File: src/hdl/ser_pkg.sv
/*
 Shared constants and carriers for the status and event reporting block:
 status byte and event latch bit positions, mask presets, queue sizes,
 host command and internal event structs, and the control-takeover states.
 Assumes one system clock and a power-on reset elsewhere in the device.
*/
// Overview of operation
// - Status bit 3 is high while any enabled questionable event is true.
// - Status bit 4 is high while the output response queue holds data.
// - Bit 4 follows only the queue; status reads and clear-status leave it.
// - Status bit 5 is high when any enabled standard event bit is set.
// - Standard event bits latch until read; the read clears all, then bit 5.
// - Status bit 6 summarises enabled status bits and drives the service request line.
// - Status bit 7 is high while the instrument waits for a trigger.
// - The event latch clears on its read query or silently on clear-status.
// - Event bits 7..0: power-on, user, command, execution, device, query, control, complete.
// - Event bit 0 sets each time an operation completes.
// - With scope capture on, set bit 1, take control, fetch, pass control back.
// - Event bit 2 sets on any query fault.
// - Event bit 3 sets on an internal fault unrelated to command execution.
// - Event bit 4 sets when a command carries an invalid parameter.
// - Event bit 5 sets when command parsing fails.
// - Remote panel hardcopy with bus destination sets bit 6 instead of printing.
// - Event bit 7 sets after power comes on.
// - A mask write takes the decimal weight sum as the plain bit pattern.
// - Error queue holds three codes; status bit 2 high while not empty.
// - Reading the status byte changes none of its bits.
// - Reset and clear-status leave masks alone; power-on loads their presets.
package ser_pkg;
   // ==================================================
   // widths and sizes
   localparam int unsigned SER_BYTE_W = 8;
   localparam int unsigned SER_QUES_W = 15;
   localparam int unsigned SER_ERR_W  = 8;
   localparam int unsigned SER_ERRQ_D = 3;
   // ==================================================
   // status byte bit positions
   localparam int unsigned STB_ERRQ = 2;
   localparam int unsigned STB_QUES = 3;
   localparam int unsigned STB_MAV  = 4;
   localparam int unsigned STB_ESB  = 5;
   localparam int unsigned STB_RQS  = 6;
   localparam int unsigned STB_OPER = 7;
   // ==================================================
   // standard event latch bit positions
   localparam int unsigned EVB_OPC = 0;
   localparam int unsigned EVB_RQC = 1;
   localparam int unsigned EVB_QYE = 2;
   localparam int unsigned EVB_DDE = 3;
   localparam int unsigned EVB_EXE = 4;
   localparam int unsigned EVB_CME = 5;
   localparam int unsigned EVB_URQ = 6;
   localparam int unsigned EVB_PON = 7;
   // ==================================================
   // reset and preset values
   localparam logic [7:0] SER_ZERO8      = 8'h00;
   localparam logic [7:0] EVT_MASK_PRE   = 8'h00;
   localparam logic [7:0] SRQ_MASK_PRE   = 8'h00;
   localparam logic [7:0] SRQ_MASK_VALID = 8'hbf; // position 6 is never an input
   // ==================================================
   // host commands, one-cycle strobes, at most one per cycle
   typedef struct packed {
      logic       stb_rd;   // status byte query or serial poll
      logic       esr_rd;   // event latch read and clear
      logic       cls;      // clear status
      logic       rst;      // device reset
      logic       ese_wr;
      logic       sre_wr;
      logic       ese_rd;
      logic       sre_rd;
      logic       err_rd;   // pop one error code
      logic [7:0] wdata;
   } ser_cmd_s;
   // internal event strobes from the command engine
   typedef struct packed {
      logic op_done;
      logic query_fault;
      logic dev_fault;
      logic bad_param;
      logic parse_fail;
   } ser_evt_s;
   // control takeover for scope capture
   typedef enum logic [1:0] {CTL_IDLE, CTL_ASK, CTL_OWN, CTL_GIVE} ser_ctl_e;
endpackage

File: src/hdl/ser_evlatch.sv
/*
 Eight sticky event flags with a common clear.
 Assumes set and clear are strobes on the same clock.
*/
`timescale 1ns/1ps
`default_nettype none
module ser_evlatch
   import ser_pkg::*;
(
   // clock and reset
   input  wire logic       clk,
   input  wire logic       rst_b,
   // control
   input  wire logic [7:0] set,
   input  wire logic       clr,
   // state
   output logic      [7:0] flags
);
   // an event in the clearing cycle survives: set wins over clear
   always_ff @(posedge clk or negedge rst_b) begin
      if (!rst_b) begin
         flags <= SER_ZERO8;
      end else begin
         flags <= (clr ? SER_ZERO8 : flags) | set;
      end
   end
endmodule
`default_nettype wire

File: src/hdl/ser_errq.sv
/*
 Small error code queue, head at slot 0.
 Assumes push, pop and flush are same-clock strobes; a push into a full
 queue is dropped so the oldest codes stay readable.
*/
`timescale 1ns/1ps
`default_nettype none
module ser_errq
   import ser_pkg::*;
(
   // clock and reset
   input  wire logic                 clk,
   input  wire logic                 rst_b,
   // requests
   input  wire logic                 push,
   input  wire logic [SER_ERR_W-1:0] code,
   input  wire logic                 pop,
   input  wire logic                 flush,
   // state
   output logic      [SER_ERR_W-1:0] head,
   output logic                      not_empty
);
   logic [SER_ERR_W-1:0] slot [SER_ERRQ_D];
   logic [1:0]           cnt_reg;
   logic [1:0]           base;
   logic                 do_pop;

   assign do_pop    = pop && (cnt_reg != 2'h0);
   assign base      = do_pop ? cnt_reg - 2'h1 : cnt_reg;
   assign head      = slot[0];
   assign not_empty = (cnt_reg != 2'h0);

   // shift on pop, then append behind the remaining codes
   always_ff @(posedge clk or negedge rst_b) begin
      if (!rst_b) begin
         cnt_reg <= 2'h0;
         for (int i = 0; i < SER_ERRQ_D; i++) slot[i] <= SER_ZERO8;
      end else if (flush) begin
         cnt_reg <= 2'h0;
      end else begin
         if (do_pop) begin
            for (int i = 0; i < SER_ERRQ_D - 1; i++) slot[i] <= slot[i+1];
         end
         if (push && base < 2'(SER_ERRQ_D)) begin
            slot[base] <= code;
            cnt_reg    <= base + 2'h1;
         end else begin
            cnt_reg    <= base;
         end
      end
   end
endmodule
`default_nettype wire

File: src/hdl/ser_top.sv
/*
 Status and event reporting: status byte, standard event latch with its
 mask, service request mask and line, control takeover for scope capture
 and the panel hardcopy interlock.
 Assumes the bus interface and command parser run on CLK and decode host
 commands into the CMD strobes; every input is already in this domain.
*/
`timescale 1ns/1ps
`default_nettype none
module ser_top
   import ser_pkg::*;
(
   // clock and reset
   input  wire logic                  CLK,
   input  wire logic                  RST_B,
   // host commands and answers
   input  wire ser_pkg::ser_cmd_s     CMD,
   output logic                       RSP_VALID,
   output logic      [7:0]            RSP_DATA,
   // internal events and conditions
   input  wire ser_pkg::ser_evt_s     EVT,
   input  wire logic                  OUTQ_NOT_EMPTY,
   input  wire logic [14:0]           QUES_EVENT,
   input  wire logic [14:0]           QUES_ENABLE,
   input  wire logic                  WAIT_TRIG,
   input  wire logic                  ERR_PUSH,
   input  wire logic [7:0]            ERR_CODE,
   // control takeover
   input  wire logic                  SCOPE_CAPTURE_CONTROL_SETTING,
   input  wire logic                  CAPTURE_START,
   input  wire logic                  CONTROL_GRANTED,
   input  wire logic                  CAPTURE_DONE,
   output logic                       CONTROLLER_ACTIVE,
   output logic                       CONTROL_RETURN,
   // hardcopy
   input  wire logic                  REMOTE_ACTIVE,
   input  wire logic                  HCOPY_TO_BUS,
   input  wire logic                  PANEL_HCOPY_REQ,
   output logic                       HCOPY_START,
   // status outputs
   output logic      [7:0]            STATUS_BYTE,
   output logic                       SRQ_OE
);
   import ser_pkg::*;

   // ==================================================
   // declarations
   logic [7:0]           evt_mask_reg;
   logic [7:0]           srq_mask_reg;
   logic [7:0]           stb_reg;
   logic [7:0]           stb_next;
   logic                 srq_reg;
   logic [7:0]           ev_flags;
   logic [7:0]           ev_set;
   logic                 ev_clr;
   logic [SER_ERR_W-1:0] err_head;
   logic                 err_ne;
   logic                 pon_reg;
   logic                 rsp_valid_reg;
   logic [7:0]           rsp_data_reg;
   ser_ctl_e             ctl_reg;
   ser_ctl_e             ctl_next;
   logic                 ctl_act_reg;
   logic                 ctl_ret_reg;
   logic                 hc_start_reg;
   logic                 hc_defer;
   logic                 ask_ctl;
   logic                 up_reg;

   // true when any bit of a against mask b is set
   function automatic logic any_hit(input logic [7:0] a, input logic [7:0] b);
      return |(a & b);
   endfunction

   // ==================================================
   // power-on event
   // pon_reg is a constant at reset and drops after one edge, so the
   // power-on flag is raised exactly once per off-to-on transition
   always_ff @(posedge CLK or negedge RST_B) begin
      if (!RST_B) begin
         pon_reg <= 1'b1;
      end else begin
         pon_reg <= 1'b0;
      end
   end

   // helper for checks: high from the first edge after release
   always_ff @(posedge CLK or negedge RST_B) begin
      if (!RST_B) begin
         up_reg <= 1'b0;
      end else begin
         up_reg <= 1'b1;
      end
   end

   // ==================================================
   // enable masks
   // only power-on loads the presets; reset and clear-status leave them
   always_ff @(posedge CLK or negedge RST_B) begin
      if (!RST_B) begin
         evt_mask_reg <= EVT_MASK_PRE;
         srq_mask_reg <= SRQ_MASK_PRE;
      end else begin
         if (CMD.ese_wr) begin
            evt_mask_reg <= CMD.wdata;
         end
         if (CMD.sre_wr) begin
            srq_mask_reg <= CMD.wdata & SRQ_MASK_VALID;
         end
      end
   end

   // ==================================================
   // standard event latch
   // hardcopy held back only under remote control with the bus as sink
   assign hc_defer = PANEL_HCOPY_REQ && REMOTE_ACTIVE && HCOPY_TO_BUS;
   assign ask_ctl  = (ctl_reg == CTL_IDLE) && SCOPE_CAPTURE_CONTROL_SETTING && CAPTURE_START;

   // event sources mapped onto their positions
   always_comb begin
      ev_set          = SER_ZERO8;
      ev_set[EVB_OPC] = EVT.op_done;
      ev_set[EVB_RQC] = ask_ctl;
      ev_set[EVB_QYE] = EVT.query_fault;
      ev_set[EVB_DDE] = EVT.dev_fault;
      ev_set[EVB_EXE] = EVT.bad_param;
      ev_set[EVB_CME] = EVT.parse_fail;
      ev_set[EVB_URQ] = hc_defer;
      ev_set[EVB_PON] = pon_reg;
   end

   // a read query or clear-status empties the latch
   assign ev_clr = CMD.esr_rd || CMD.cls;

   ser_evlatch u_evlatch (
      .clk   (CLK),
      .rst_b (RST_B),
      .set   (ev_set),
      .clr   (ev_clr),
      .flags (ev_flags)
   );

   // ==================================================
   // error queue, flushed by clear-status
   ser_errq u_errq (
      .clk       (CLK),
      .rst_b     (RST_B),
      .push      (ERR_PUSH),
      .code      (ERR_CODE),
      .pop       (CMD.err_rd),
      .flush     (CMD.cls),
      .head      (err_head),
      .not_empty (err_ne)
   );

   // ==================================================
   // status byte
   // every bit is a live summary of its source, so a status read has
   // nothing to clear; summaries lag their sources by one edge
   always_comb begin
      stb_next           = SER_ZERO8;
      stb_next[STB_ERRQ] = err_ne;
      stb_next[STB_QUES] = |(QUES_EVENT & QUES_ENABLE);
      stb_next[STB_MAV]  = OUTQ_NOT_EMPTY;
      stb_next[STB_ESB]  = any_hit(ev_flags, evt_mask_reg);
      stb_next[STB_OPER] = WAIT_TRIG;
      stb_next[STB_RQS]  = any_hit(stb_next, srq_mask_reg);
   end

   // status byte and service request line share one edge
   always_ff @(posedge CLK or negedge RST_B) begin
      if (!RST_B) begin
         stb_reg <= SER_ZERO8;
         srq_reg <= 1'b0;
      end else begin
         stb_reg <= stb_next;
         srq_reg <= stb_next[STB_RQS];
      end
   end

   // ==================================================
   // host answers
   // one command per cycle; the answer appears on the next edge
   always_ff @(posedge CLK or negedge RST_B) begin
      if (!RST_B) begin
         rsp_valid_reg <= 1'b0;
         rsp_data_reg  <= SER_ZERO8;
      end else begin
         rsp_valid_reg <= CMD.stb_rd || CMD.esr_rd || CMD.ese_rd || CMD.sre_rd || CMD.err_rd;
         if (CMD.stb_rd) begin
            rsp_data_reg <= stb_reg;
         end else if (CMD.esr_rd) begin
            rsp_data_reg <= ev_flags;
         end else if (CMD.ese_rd) begin
            rsp_data_reg <= evt_mask_reg;
         end else if (CMD.sre_rd) begin
            rsp_data_reg <= srq_mask_reg;
         end else if (CMD.err_rd) begin
            rsp_data_reg <= err_ne ? err_head : SER_ZERO8;
         end
      end
   end

   // ==================================================
   // control takeover for scope capture
   // the host must yield control; we wait in CTL_ASK until it does, the capture setting is cleared or a device reset comes
   always_comb begin
      ctl_next = ctl_reg;
      unique case (ctl_reg)
         CTL_IDLE: begin
            if (ask_ctl) ctl_next = CTL_ASK;
         end
         CTL_ASK: begin
            if (!SCOPE_CAPTURE_CONTROL_SETTING) ctl_next = CTL_IDLE;
            else if (CONTROL_GRANTED) ctl_next = CTL_OWN;
         end
         CTL_OWN: begin
            if (CAPTURE_DONE) ctl_next = CTL_GIVE;
         end
         CTL_GIVE: begin
            ctl_next = CTL_IDLE;
         end
      endcase
      if (CMD.rst) ctl_next = CTL_IDLE;
   end

   // state and registered controller outputs
   always_ff @(posedge CLK or negedge RST_B) begin
      if (!RST_B) begin
         ctl_reg     <= CTL_IDLE;
         ctl_act_reg <= 1'b0;
         ctl_ret_reg <= 1'b0;
      end else begin
         ctl_reg     <= ctl_next;
         ctl_act_reg <= (ctl_next == CTL_OWN);
         ctl_ret_reg <= (ctl_next == CTL_GIVE);
      end
   end

   // ==================================================
   // hardcopy start
   // a bus hardcopy would drop into talk-only and break the session
   always_ff @(posedge CLK or negedge RST_B) begin
      if (!RST_B) begin
         hc_start_reg <= 1'b0;
      end else begin
         hc_start_reg <= PANEL_HCOPY_REQ && !hc_defer;
      end
   end

   // ==================================================
   // outputs
   assign STATUS_BYTE       = stb_reg;
   assign SRQ_OE            = srq_reg;
   assign RSP_VALID         = rsp_valid_reg;
   assign RSP_DATA          = rsp_data_reg;
   assign CONTROLLER_ACTIVE = ctl_act_reg;
   assign CONTROL_RETURN    = ctl_ret_reg;
   assign HCOPY_START       = hc_start_reg;
endmodule
`default_nettype wire

File: config.mk
export PLATFORM = sky130hd
export DESIGN_NAME = ser_top
export DESIGN_NICKNAME = d
export VERILOG_FILES = /design/src/hdl/ser_pkg.sv /design/src/hdl/ser_evlatch.sv /design/src/hdl/ser_errq.sv /design/src/hdl/ser_top.sv
export SDC_FILE = /design/constraint.sdc
export NUM_CORES = 1
export LEC_CHECK = 0
export ABC_AREA = 1
export BUFFER_PORTS_ARGS = -buffer_cell sky130_fd_sc_hd__buf_2
export CAP_MARGIN = 20
export CORE_ASPECT_RATIO = 1.75
export CORE_MARGIN = 2
export CORE_UTILIZATION = 57
export CTS_CLUSTER_DIAMETER = 30
export CTS_CLUSTER_SIZE = 40
export DETAILED_ROUTE_END_ITERATION = 6
export HOLD_SLACK_MARGIN = 0.15
export PLACE_DENSITY = 0.85
export SYNTH_ARGS = -nofsm -noshare
export SYNTH_HDL_FRONTEND = slang
export SYNTH_SLANG_ARGS = --single-unit
File: constraint.sdc
create_clock -name CLK -period 4.4 [get_ports CLK]
set_input_delay 0 -clock CLK [delete_from_list [all_inputs] [get_ports CLK]]
set_output_delay 0 -clock CLK [all_outputs]
set_load 0.02 [all_outputs]
==> summary.md <==
| Metric | Value |
|---|---|
| Clock power frac | 0.226 |
| Status | completed |
| Ys flop type | dfrtp_1 |
| Area leader, netlist | dfrtp_1 |
| GPL Wtd Cong | 0.838 |
| Cell Area, Synth | 0.00364 mm² |
| DRC | 0 |
| Slew margin rel. | 0.421 |
| Clock Pin Slew Worst Setup and Hold Paths | 70 ps |
| Die ar. | 0.00706 mm² |
| Post-Syn Instances | 430 |
| Ys async rst share | 1.00 |
| Worst Path Max Fanout | 2 |
| Switch share | 0.374 |
| Final hold vios | 0 |
| H-tree depth | 3 |
| First-pass GRT wire length | 15,600 µm |
| Synth top area cells | dfrtp_1 (47%), nand2_1 (14%), o21ai_1 (5.6%) |
| Pin count of the biggest net entering global routing | 71 |
| Period minus WS final | 3090 ps |
| Final setup viols | 0 |
| Wire per inst | 14.0 µm |
| EDFF count, synth | 0 |
| Hold Crit Class | in2reg |
| Startpoint types | input pin |
| Initial Util | 0.588 |
| Worst Path Required | 4630 ps |
| CTS root buffer | clkbuf_8 |
| Antenna Cells | 0 |
| RSZ-0062 raised after global routing | false |
| Drt pass-1 iters | 5 |
| Post-DP HPWL | 6250 µm |
| Initial antenna violation count | 0 |
| DRT iter0 DRCs | 220 |
| Port Buffers | 90 |
| Int Power | 1.42 mW |
| Final setup TNS | 0 ps |
| Die Y | 110 µm |
| Worst IR Drop VDD | 0.000339 V |
| # resized after CTS | 0 |
| Routed vias/inst | 5.06 |
| Routed WL | 9230 µm |
| Top-area cell type share of the netlist area | 0.475 |
| TritonCTS Buffers | 9 |
| Total gr overflow | 0 |
| Sink Count | 70 |
| DR vias | 3,337 |
| Final period util | 0.702 |
| Clk_skew | 5.97 ps |
| Part of the power in registers | 0.392 |
| Vias in the first global route | 3,574 |
| DRT antenna net count | 0 |
| Layout area overhead | 33.7% |
| Synthesized area per cell | 8.46 µm² |
| CTS tree | done |
| Chip width | 64.4 µm |
| Core Box Area | 0.00618 mm² |
| NetSw | 0.851 mW |
| Total of max-cap violations | 0 |
| Max-slew violations | 0 |
| Clock Latency Late Sink | 340 ps |
| Worst-margin pin slew | 869 ps |
| GRT Util Overall | 0.289 |
| Critical path class | in2reg |
| Total power | 2.27 mW |
| Ys Warns | 0 |
| CP arrival | 3320 ps |
| PwrDens | 468 mW/mm² |
| Sequential area share after synthesis | 0.482 |
| Clock tree buffer depth | 2 |
| Combinational share of power | 0.381 |
| Flops & latches, synth | 70 |
| Nets | 652 |
| Floorplan row count | 38 |
| Leakage | 2.53 nW |
| Crit path capture type | flip-flop |
| Synth cell types | 35 |
| Top Ports | 93 |
| Fraction of layout cells with a size suffix above 1 | 0.256 |
| Fmax | 324 MHz |
| Hold Slack | 186 ps |
## kinds of logic after synthesis
group           synth area share
simple gates               0.198
compound gates             0.176
buf+inv                   0.0994
flops                      0.482
mux                       0.0217
fa+ha+maj                 0.0172
other cells              0.00103
xor+xnor                 0.00447
## per-stage QoR
step,instances,instance area [µm²],setup WS (ps),utilization
finish,659,4860,1310,0.787
global route,659,4860,1180,0.787
CTS,659,4860,1390,0.787
detailed placement,588,4100,1890,0.664
global placement,588,4100,2050,0.664
floorplan,432,3640,2350,-
## cells in the mapped netlist, drive strengths merged, types with 2 or more instances
| master | n |
|---|---|
| a21oi | 20 |
| a31o | 5 |
| buf | 13 |
| clkbuf | 2 |
| clkinv | 11 |
| dfrtp | 69 |
| ha | 5 |
| inv | 59 |
| mux2 | 7 |
| nand2 | 136 |
| nand3 | 7 |
| nand4 | 5 |
| nor2 | 17 |
| o211ai | 18 |
| o21ai | 47 |
| o22ai | 2 |
## power groups by stage
stage	combinational [mW]	clock [mW]	sequential, mW
2_1_floorplan	0.639	0	0.903
6_report	0.867	0.514	0.892
5_1_grt	0.983	0.555	0.909
4_1_cts	0.864	0.519	0.892
3_5_place_dp	0.819	0	0.903
3_3_place_gp	0.768	0	0.892
## worst max-delay path, cell delays in order
cell and delay (ps):
dlygate4sd3_1 540, buf_2 120, nand2_1 40, dlygate4sd3_1 540, nand4_1 70, dlygate4sd3_1 560
nor2_1 100, dlygate4sd3_1 570, nand2_1 70, dlygate4sd3_1 600, nand2_1 70, nand2_1 40
## placed cells by master (no fill, tap or decap), types with 14 or more instances in the layout
cell	n
nand2_1	131
nor2_1	14
o21ai_1	41
inv_1	49
buf_2	90
o211ai_2	16
dfrtp_1	69
a21oi_1	20
dlygate4sd3_1	56
## routing by layer
| layer | track usage | vias up | share of wire |
|---|---|---|---|
| met5 | 0 | - | 0 |
| met4 | 0.135 | 0 | 0.035 |
| met3 | 0.0522 | 28 | 0.040 |
| met2 | 0.551 | 98 | 0.55 |
| met1 | 0.301 | 1560 | 0.37 |
| li1 | - | 1651 | - |
## timing repair
item	CTS	global route
hold buffers	56	0
buffers inserted	0	0
hold endpoints to repair	129	0
## worst paths after layout
| kind | depth (start not counted) | slack (ps) | start | endpoint |
|---|---|---|---|---|
| worst max-delay path | 12 | 1310 | QUES_ENABLE[14] | STATUS_BYTE[6] |
| min in group asynchronous | 3 | 400 | RST_B | u_evlatch.flags[4] |
| worst max register to register | 14 | 1900 | u_errq.cnt_reg[0] | u_errq.slot[9] |
| worst min register to register | 2 | 480 | RSP_DATA[0] | RSP_DATA[0] |
| worst min-delay path | 7 | 190 | CMD[9] | RSP_DATA[2] |
| max in group asynchronous | 3 | 3440 | RST_B | asynchronous set/reset pin |
## final cells by class
type | count | area [µm²]
sequential | 70 | 1750
multi-input combinational | 277 | 1530
fill | 390 | 1320
timing repair buffer | 147 | 1020
inverter | 70 | 263
clock buffer | 12 | 155
tap | 80 | 100
clock inverter | 3 | 43.8
Note: power is estimated with default switching activity, not from simulation.
